<file path="config.mk">
export PLATFORM = sky130hd
export DESIGN_NAME = lsop_port
export DESIGN_NICKNAME = d
export VERILOG_FILES = /design/src/design/lsop_pkg.sv /design/src/design/lsop_flash.sv /design/src/design/lsop_port.sv
export VERILOG_INCLUDE_DIRS = /design/src /design/src/design
export SDC_FILE = /design/constraint.sdc
export NUM_CORES = 1
export LEC_CHECK = 0
export BUFFER_PORTS_ARGS = -buffer_cell sky130_fd_sc_hd__buf_2
export CAP_MARGIN = 20
export CORE_UTILIZATION = 25
export DETAILED_ROUTE_END_ITERATION = 16
export HOLD_SLACK_MARGIN = 0.15
export PLACE_DENSITY = 0.4
export SLEW_MARGIN = 10
export SYNTH_ARGS = -nofsm -noshare
export SYNTH_HDL_FRONTEND = slang
export SYNTH_HIERARCHICAL = 1
export SYNTH_SLANG_ARGS = --single-unit
export TNS_END_PERCENT = 30
</file>
<file path="constraint.sdc">
create_clock -name clk_sys -period 1.7 [get_ports clk_sys]
set_input_delay 0.085 -clock clk_sys [delete_from_list [all_inputs] [get_ports clk_sys]]
set_output_delay 0.085 -clock clk_sys [all_outputs]
set_load 0.05 [all_outputs]
</file>
<file path="src/design/lsop_consts.svh">
// Constants for the low side output status port.
`ifndef LSOP_CONSTS_SVH
`define LSOP_CONSTS_SVH
`define LSOP_OUT_ADDR        8'h00
`define LSOP_OUT_RESET       8'h00
`define LSOP_CLK_HZ          20000000
`define LSOP_FLASH_HZ        2
`define LSOP_HALF_CYCLES     (`LSOP_CLK_HZ / (2 * `LSOP_FLASH_HZ))
`define LSOP_CNT_W           24
`define LSOP_INDEX_WHOLE     16'h6200
`define LSOP_INDEX_SLOT_BASE 16'h7000
`define LSOP_SUB_FIRST       8'h01
`define LSOP_SUB_LAST        8'h08
`endif

</file>
<file path="src/design/lsop_pkg.sv">
// Types for the low side output status port.
package lsop_pkg;
  typedef enum logic [1:0] {
    LSOP_LAMP_OK    = 2'b00,
    LSOP_LAMP_FAULT = 2'b01,
    LSOP_LAMP_NOBUS = 2'b10,
    LSOP_LAMP_NOPWR = 2'b11
  } lsop_lamp_t;
endpackage

</file>
<file path="src/design/lsop_flash.sv">
// Divider that makes the fault lamp flash toggle.
`include "lsop_consts.svh"
module lsop_flash
  import lsop_pkg::*;
#(
  parameter int HALF_CYCLES = `LSOP_HALF_CYCLES
) (
  input  wire logic clk_sys,
  input  wire logic rst_n,
  input  wire logic clk_en,
  input  wire logic run,
  output logic      flash
);
  if (HALF_CYCLES < 1 || HALF_CYCLES >= (1 << `LSOP_CNT_W)) begin : g_bad_half
    $error("HALF_CYCLES out of range");
  end

  logic [`LSOP_CNT_W-1:0] cnt_reg;

  // divider gated by error.
  always_ff @(posedge clk_sys or negedge rst_n) begin
    if (!rst_n) begin
      cnt_reg <= '0;
      flash   <= 1'b0;
    end else if (clk_en) begin
      if (!run) begin
        cnt_reg <= '0;
        flash   <= 1'b0;
      end else if (cnt_reg == `LSOP_CNT_W'(HALF_CYCLES - 1)) begin
        cnt_reg <= '0;
        flash   <= ~flash;
      end else begin
        cnt_reg <= cnt_reg + `LSOP_CNT_W'(1);
      end
    end
  end

  // flash half period.
  flash_period_a: assert property (@(posedge clk_sys) disable iff (!rst_n)
    (run && clk_en && cnt_reg == `LSOP_CNT_W'(HALF_CYCLES - 1)) |=> $changed(flash))
    else $error("Flash did not toggle at end of half period.");
endmodule

</file>
<file path="src/design/lsop_port.sv">
// Eight channel low side output port with lamp logic.
// What this block does
// With bus working and no fault, bus-ok lamp is on steady and fault lamp dark.
// With bus working and a module fault, both lamps are on steady.
// With bus failed and a module fault, bus-ok is off and fault lamp on steady.
// With bus power faulty, both lamps are dark.
// On a configuration error with bus power good the fault lamp flashes at 2 Hz.
// In normal operation each channel lamp follows its output bit.
// One output byte at relative address zero, bit n drives channel n.
// The block provides no input bytes to the head station.
// A CANopen head station reaches the whole byte through index 6200h.
// Slot access uses index 7000h plus slot, subindex 01h to 08h for bits 0 to 7.
// Outputs hold the last written byte and are zero after reset.
// The flash rate comes from a clock divider and runs only on a configuration error.
`include "lsop_consts.svh"
module lsop_port
  import lsop_pkg::*;
#(
  parameter int CHANNELS    = 8,
  parameter int HALF_CYCLES = `LSOP_HALF_CYCLES
) (
  input  wire logic                clk_sys,
  input  wire logic                rst_b,
  input  wire logic                clk_en,
  input  wire logic                wr_en,
  input  wire logic [7:0]          wr_addr,
  input  wire logic [7:0]          wr_data,
  input  wire logic                bit_wr_en,
  input  wire logic [7:0]          object_subindex,
  input  wire logic                bit_wr_data,
  input  wire logic                bus_ok,
  input  wire logic                bus_power_ok,
  input  wire logic                config_error,
  input  wire logic                overload,
  input  wire logic                short_circuit,
  input  wire logic                overheat,
  output logic [CHANNELS-1:0]      out_chan,
  output logic [CHANNELS-1:0]      chan_lamp,
  output logic                     run_lamp,
  output logic                     fault_lamp,
  output logic [7:0]               in_bytes
);
  if (CHANNELS != 8) begin : g_bad_channels
    $error("CHANNELS must be 8");
  end

  // ==========================================================
  // Reset release.
  logic rst_s1_reg;
  logic rst_n;

  always_ff @(posedge clk_sys or negedge rst_b) begin
    if (!rst_b) begin
      rst_s1_reg <= 1'b0;
      rst_n      <= 1'b0;
    end else begin
      rst_s1_reg <= 1'b1;
      rst_n      <= rst_s1_reg;
    end
  end

  // ==========================================================
  // Output byte.
  function automatic logic sub_valid(input logic [7:0] s);
    sub_valid = (s >= `LSOP_SUB_FIRST) && (s <= `LSOP_SUB_LAST);
  endfunction

  logic [CHANNELS-1:0] out_reg;
  logic [CHANNELS-1:0] out_next;
  logic [2:0]          bit_sel;

  always_comb begin
    bit_sel  = 3'(object_subindex - `LSOP_SUB_FIRST);
    out_next = out_reg;
    // byte write at offset zero.
    if (wr_en && wr_addr == `LSOP_OUT_ADDR) begin
      out_next = wr_data;
    // subindex selects one bit.
    end else if (bit_wr_en && sub_valid(object_subindex)) begin
      out_next[bit_sel] = bit_wr_data;
    end
  end

  // hold value, clear at reset.
  always_ff @(posedge clk_sys or negedge rst_n) begin
    if (!rst_n) begin
      out_reg <= `LSOP_OUT_RESET;
    end else if (clk_en) begin
      out_reg <= out_next;
    end
  end

  always_ff @(posedge clk_sys or negedge rst_n) begin
    if (!rst_n) begin
      out_chan <= `LSOP_OUT_RESET;
    end else if (clk_en) begin
      out_chan <= out_next;
    end
  end

  // no input data.
  always_ff @(posedge clk_sys or negedge rst_n) begin
    if (!rst_n) begin
      in_bytes <= 8'h00;
    end else begin
      in_bytes <= 8'h00;
    end
  end

  // ==========================================================
  // Lamps.
  logic       flash;
  logic       mod_fault;
  lsop_lamp_t lamp_mode;

  assign mod_fault = overload | short_circuit | overheat;

  lsop_flash #(
    .HALF_CYCLES (HALF_CYCLES)
  ) lsop_flash_inst (
    .clk_sys (clk_sys),
    .rst_n   (rst_n),
    .clk_en  (clk_en),
    .run     (config_error && bus_power_ok),
    .flash   (flash)
  );

  always_comb begin
    if (!bus_power_ok) begin
      lamp_mode = LSOP_LAMP_NOPWR;
    end else if (!bus_ok) begin
      lamp_mode = LSOP_LAMP_NOBUS;
    end else if (mod_fault) begin
      lamp_mode = LSOP_LAMP_FAULT;
    end else begin
      lamp_mode = LSOP_LAMP_OK;
    end
  end

  always_ff @(posedge clk_sys or negedge rst_n) begin
    if (!rst_n) begin
      run_lamp   <= 1'b0;
      fault_lamp <= 1'b0;
    end else if (clk_en) begin
      unique case (lamp_mode)
        // steady green.
        LSOP_LAMP_OK: begin
          run_lamp   <= 1'b1;
          fault_lamp <= 1'b0;
        end
        // both lamps lit.
        LSOP_LAMP_FAULT: begin
          run_lamp   <= 1'b1;
          fault_lamp <= 1'b1;
        end
        // bus lost, fault lamp follows module fault.
        LSOP_LAMP_NOBUS: begin
          run_lamp   <= 1'b0;
          fault_lamp <= mod_fault;
        end
        // power fault dark.
        LSOP_LAMP_NOPWR: begin
          run_lamp   <= 1'b0;
          fault_lamp <= 1'b0;
        end
      endcase
      // configuration error flashes.
      if (config_error && bus_power_ok) begin
        fault_lamp <= flash;
      end
    end
  end

  // lamps mirror outputs.
  always_ff @(posedge clk_sys or negedge rst_n) begin
    if (!rst_n) begin
      chan_lamp <= '0;
    end else if (clk_en) begin
      chan_lamp <= bus_ok ? out_next : '0;
    end
  end

  // ==========================================================
  // Checks.
  logic chk_en_reg;

  // Checks start one cycle after reset so the first registered update has settled.
  always_ff @(posedge clk_sys or negedge rst_n) begin
    if (!rst_n) begin
      chk_en_reg <= 1'b0;
    end else begin
      chk_en_reg <= 1'b1;
    end
  end

  byte_write_a: assert property (@(posedge clk_sys) disable iff (!chk_en_reg)
    (clk_en && wr_en && wr_addr == `LSOP_OUT_ADDR) |=> out_chan == $past(wr_data))
    else $error("Output byte not taken.");
  output_hold_a: assert property (@(posedge clk_sys) disable iff (!chk_en_reg)
    (!wr_en && !bit_wr_en) |=> $stable(out_chan))
    else $error("Outputs changed without a write.");
  bit_write_a: assert property (@(posedge clk_sys) disable iff (!chk_en_reg)
    (clk_en && !wr_en && bit_wr_en && sub_valid(object_subindex))
    |=> out_chan[$past(bit_sel)] == $past(bit_wr_data))
    else $error("Single bit write lost.");
  lamp_ok_a: assert property (@(posedge clk_sys) disable iff (!chk_en_reg)
    (clk_en && bus_power_ok && bus_ok && !mod_fault && !config_error) |=> run_lamp && !fault_lamp)
    else $error("Normal lamp pattern wrong.");
  lamp_fault_a: assert property (@(posedge clk_sys) disable iff (!chk_en_reg)
    (clk_en && bus_power_ok && bus_ok && mod_fault && !config_error) |=> run_lamp && fault_lamp)
    else $error("Fault lamp pattern wrong.");
  lamp_nobus_a: assert property (@(posedge clk_sys) disable iff (!chk_en_reg)
    (clk_en && bus_power_ok && !bus_ok && mod_fault && !config_error) |=> !run_lamp && fault_lamp)
    else $error("Bus loss lamp pattern wrong.");
  lamp_nopwr_a: assert property (@(posedge clk_sys) disable iff (!chk_en_reg)
    (clk_en && !bus_power_ok) |=> !run_lamp && !fault_lamp)
    else $error("Power fault lamps not dark.");
  lamp_flash_a: assert property (@(posedge clk_sys) disable iff (!chk_en_reg)
    (clk_en && config_error && bus_power_ok) |=> fault_lamp == $past(flash))
    else $error("Fault lamp not following flash.");
  chan_lamp_a: assert property (@(posedge clk_sys) disable iff (!chk_en_reg)
    (bus_ok && clk_en) ##1 (bus_ok && clk_en && !wr_en && !bit_wr_en) |=> chan_lamp == out_chan)
    else $error("Channel lamp differs from output.");
  no_input_a: assert property (@(posedge clk_sys) disable iff (!chk_en_reg)
    in_bytes == 8'h00)
    else $error("Input byte not zero.");
  flash_stop_a: assert property (@(posedge clk_sys) disable iff (!chk_en_reg)
    (clk_en && !config_error) |=> !flash)
    else $error("Flash runs without a configuration error.");

  byte_cov_c:  cover property (@(posedge clk_sys) clk_en && wr_en && wr_addr == `LSOP_OUT_ADDR);
  bit_cov_c:   cover property (@(posedge clk_sys) clk_en && bit_wr_en && sub_valid(object_subindex));
  fault_cov_c: cover property (@(posedge clk_sys) run_lamp && fault_lamp);
  flash_cov_c: cover property (@(posedge clk_sys) config_error && $rose(fault_lamp));
  nobus_cov_c: cover property (@(posedge clk_sys) !run_lamp && fault_lamp);
endmodule

</file>
==> summary.txt <==
Setup path
  • Beginning of the critical path: lsop_flash_inst/cnt_reg[23]
  • Logic depth of the worst setup path including buffers: 6
  • Critical Path Source Type: register
  • Worst setup EP type: register
  • Worst path cell trace: or4b_4, nor3_4, a31oi_4, nor2b_4, buf_12, nor2_1
  • Crit Path Max Fanout: 14
  • Critical-path cell with the highest stage delay: or4b_4
  • Worst Path Required: 1.90 ns
  • FF-to-FF path depth: 6
  • Crit Path Category: reg -> reg
  • Highest cell delay on the worst timing path: 0.54 ns
  • Gate family responsible for the most delay along the worst path: simple AND/OR/NAND/NOR gates
  • Launching point of the worst reg2reg path: lsop_flash_inst/cnt_reg[23]
  • Critical path buffer and inverter count: 1
  • Arrival time reported for the critical path endpoint: 2.07 ns

STA
  • Peak clock frequency supported by timing: 535 MHz
  • Number of pins with negative max-slew slack in the final report: 0
  • Final count of hold timing violations: 0
  • Final setup viols: 25
  • Crit path setup slack, layout: -0.169 ns
  • Unrepaired setup endpoints after global routing: true
  • Clock period minus worst slack: 1.87 ns
  • Setup TNS: -3.14 ns
  • Post-route fraction of the period consumed by the critical path: 1.10
  • Hold Worst Slack: 0.211 ns
  • Worst setup skew after layout: approximately 0.012 ns

Floorplanning
  • Die height: 105 um
  • IO Count: 62
  • Overall die area: 11000 sq um
  • Area of the core: 10300 sq um
  • Starting utilization of the core area: 0.257
  • Die X: 105 um
  • Number of rows in the core area: 37

Clock tree
  • CTS Buf Count: 5
  • Root Buffer Master: clkbuf_8
  • Buffer levels on the longest clock path: 2
  • TritonCTS clock tree: built
  • Clock latency of the later-clocked register in the worst-skew pair: between 0.3 and 0.4 ns
  • Clock transition time at the flip-flop clock pins of the worst setup and hold paths: 0.10 ns
  • Clock sink count: 45
  • Level count of the clock H-tree: 2

Yosys
  • Ys flop type: dfrtp_1
  • Number of enable-type register cells in the synthesized netlist: 0
  • Post-synth ARST share: 1.00
  • Avg Inst Size Synth: 9.45 sq um
  • Synth cell types: 52
  • Cell Area, Synth: 2640 sq um
  • Yosys warnings: 6
  • Number of instances in the synthesized netlist: 279
  • Sequential area share after synthesis: 0.427
  • Total of flip-flops plus latches after synthesis: 45

Place
  • Number of instances in the placed design: 512
  • Final Wtd Congestion: about 0.73
  • Final HPWL from detailed placement: between 5000 and 6000 um
  • # port buffers: 53

Pwr
  • Static Leakage: ~1.7 nW
  • IR Drop Worst-Case VDD: between 200 and 300 uV
  • Proportion of power drawn by flip-flops and latches: 0.444
  • Relative contribution of the clock network to total power: 0.294
  • Switching power: a little over 900 uW
  • Combinational Power Share: 0.262
  • Sw frac: 0.344
  • Power per cell area: 714 nW/um^2
  • Int Power: between 1.5 and 2 mW

Global route
  • GR Util All Layers: 0.133
  • Number of global-route vias before repair: 2361
  • Global route total overflow: 0
  • Pin count of the biggest net entering global routing: 25
  • Antenna violations before repair: 0
  • Wire length of the first global-routing pass: 11600 um

Status
  • Result of the run: finished, violations left
  • Failing checks: setup timing

Final layout
  • Fillers: 1087
  • Flip-flop count of the largest register, all copies and words added: 24
  • Number of cells in the finished layout apart from fillers: 538
  • Area growth from synthesis to layout: 42.0%
  • Ant diodes: 0
  • Layout cells sized above 1: 0.376
  • Most frequent cells in the layout: buf_2 (53), buf_4 (53), dfrtp_1 (44)
  • Area of combinational cells with multiple inputs: 1370 sq um
  • Net count of the finished layout: about 440
  • Area occupied by registers: 1130 sq um

Drt
  • Number of DRC violations after detailed-routing iteration 0: 95
  • Routed wirelength normalized by instance count: 12.8 um
  • DRC: 0
  • Detailed-route via count: 2417
  • Remaining antenna violation count after routing: 0
  • Post-Route WL: 6900 um
  • Count of TritonRoute iterations in the first routing pass: 4
  • DR vias/cell: 4.49

Flow run
  • Max-cap violation count: 0

Hold path
  • Class of the tightest hold or removal check: reg -> async
-- final cells by class --
| class | instances | area share |
|---|---|---|
| multi-input cells | 199 | 0.367 |
| flip-flops and latches | 45 | 0.301 |
| repair buffers | 124 | 0.231 |
| well taps | 136 | 0.0455 |
| inverters | 26 | 0.0271 |
| clock buffers | 7 | 0.0257 |
| clock inverters | 1 | 0.00234 |
-- kinds of logic after synthesis --
family	share of synthesized area
flops	0.427
other cells	0.00285
fa+ha+maj	0.0190
mux	0.00759
xor+xnor	0.0565
simple gates	0.252
compound gates	0.148
buf+inv	0.0868
-- per-stage QoR --
step	cell area, sq um	utilization	power, mW	worst slack [ns]
floorplan	2700	-	1.66	-0.100
global placement	3420	0.333	1.89	-0.212
detailed placement	3420	0.333	1.89	-0.206
CTS	3690	0.359	2.72	-0.161
global route	3740	0.364	2.82	-0.236
finish	3740	0.364	2.67	-0.169
-- synth_stat cells (all sizes together) (4+ instances only) --
| cell | n | area, sq um |
|---|---|---|
| inv | 26 | 97.6 |
| o21ai | 17 | 85.1 |
| nand2 | 18 | 67.6 |
| o32ai | 8 | 70.1 |
| nor2 | 29 | 134 |
| nor3 | 10 | 71.3 |
| and2 | 4 | 25.0 |
| o22ai | 10 | 62.6 |
| xnor2 | 5 | 43.8 |
| nand4 | 9 | 56.3 |
| a221oi | 6 | 52.6 |
| xor2 | 12 | 105 |
| ha | 4 | 50.1 |
| buf | 12 | 110 |
| nand3 | 20 | 100 |
| dfrtp | 45 | 1130 |
| nand2b | 6 | 45.0 |
-- path summary, 6_finish.rpt --
kind | end | slack, ns
max | lsop_flash_inst/cnt_reg[13] | -0.17
min | chan_lamp[7] | 0.21
max reg2reg | lsop_flash_inst/cnt_reg[13] | -0.17
min reg2reg | chan_lamp[7] | 0.21
max in group asynchronous | rst_n | 0.93
min in group clk_sys | run_lamp | 0.22
-- timing repair --
| action | in CTS | in global routing |
|---|---|---|
| setup endpoints to repair | 25 | 25 |
| hold endpoints to repair | 20 | 0 |
| hold buffers | 14 | 0 |
| pin swaps | 1 | 3 |
| resized for setup | 3 | 7 |
| setup buffers | 1 | 3 |
-- power groups by stage --
stage	registers [mW]	logic (mW)	clock network, mW
final	1.19	0.700	0.787
after global routing	1.20	0.754	0.870
after CTS	1.19	0.703	0.824
after global placement	1.21	0.677	0
after floorplan	1.41	0.248	0
after detailed placement	1.21	0.676	0
-- layer usage --
layer  wire (um)  share of wire  track usage  vias to the layer above
met2        3150           0.46        0.213                       46
met4          81          0.012       0.0382                        0
met5           0              0            0                        -
met3         204          0.030       0.0231                        5
li1            -              -            -                     1218
met1        3470           0.50        0.184                     1148
Power figures use the tool's default switching activity.
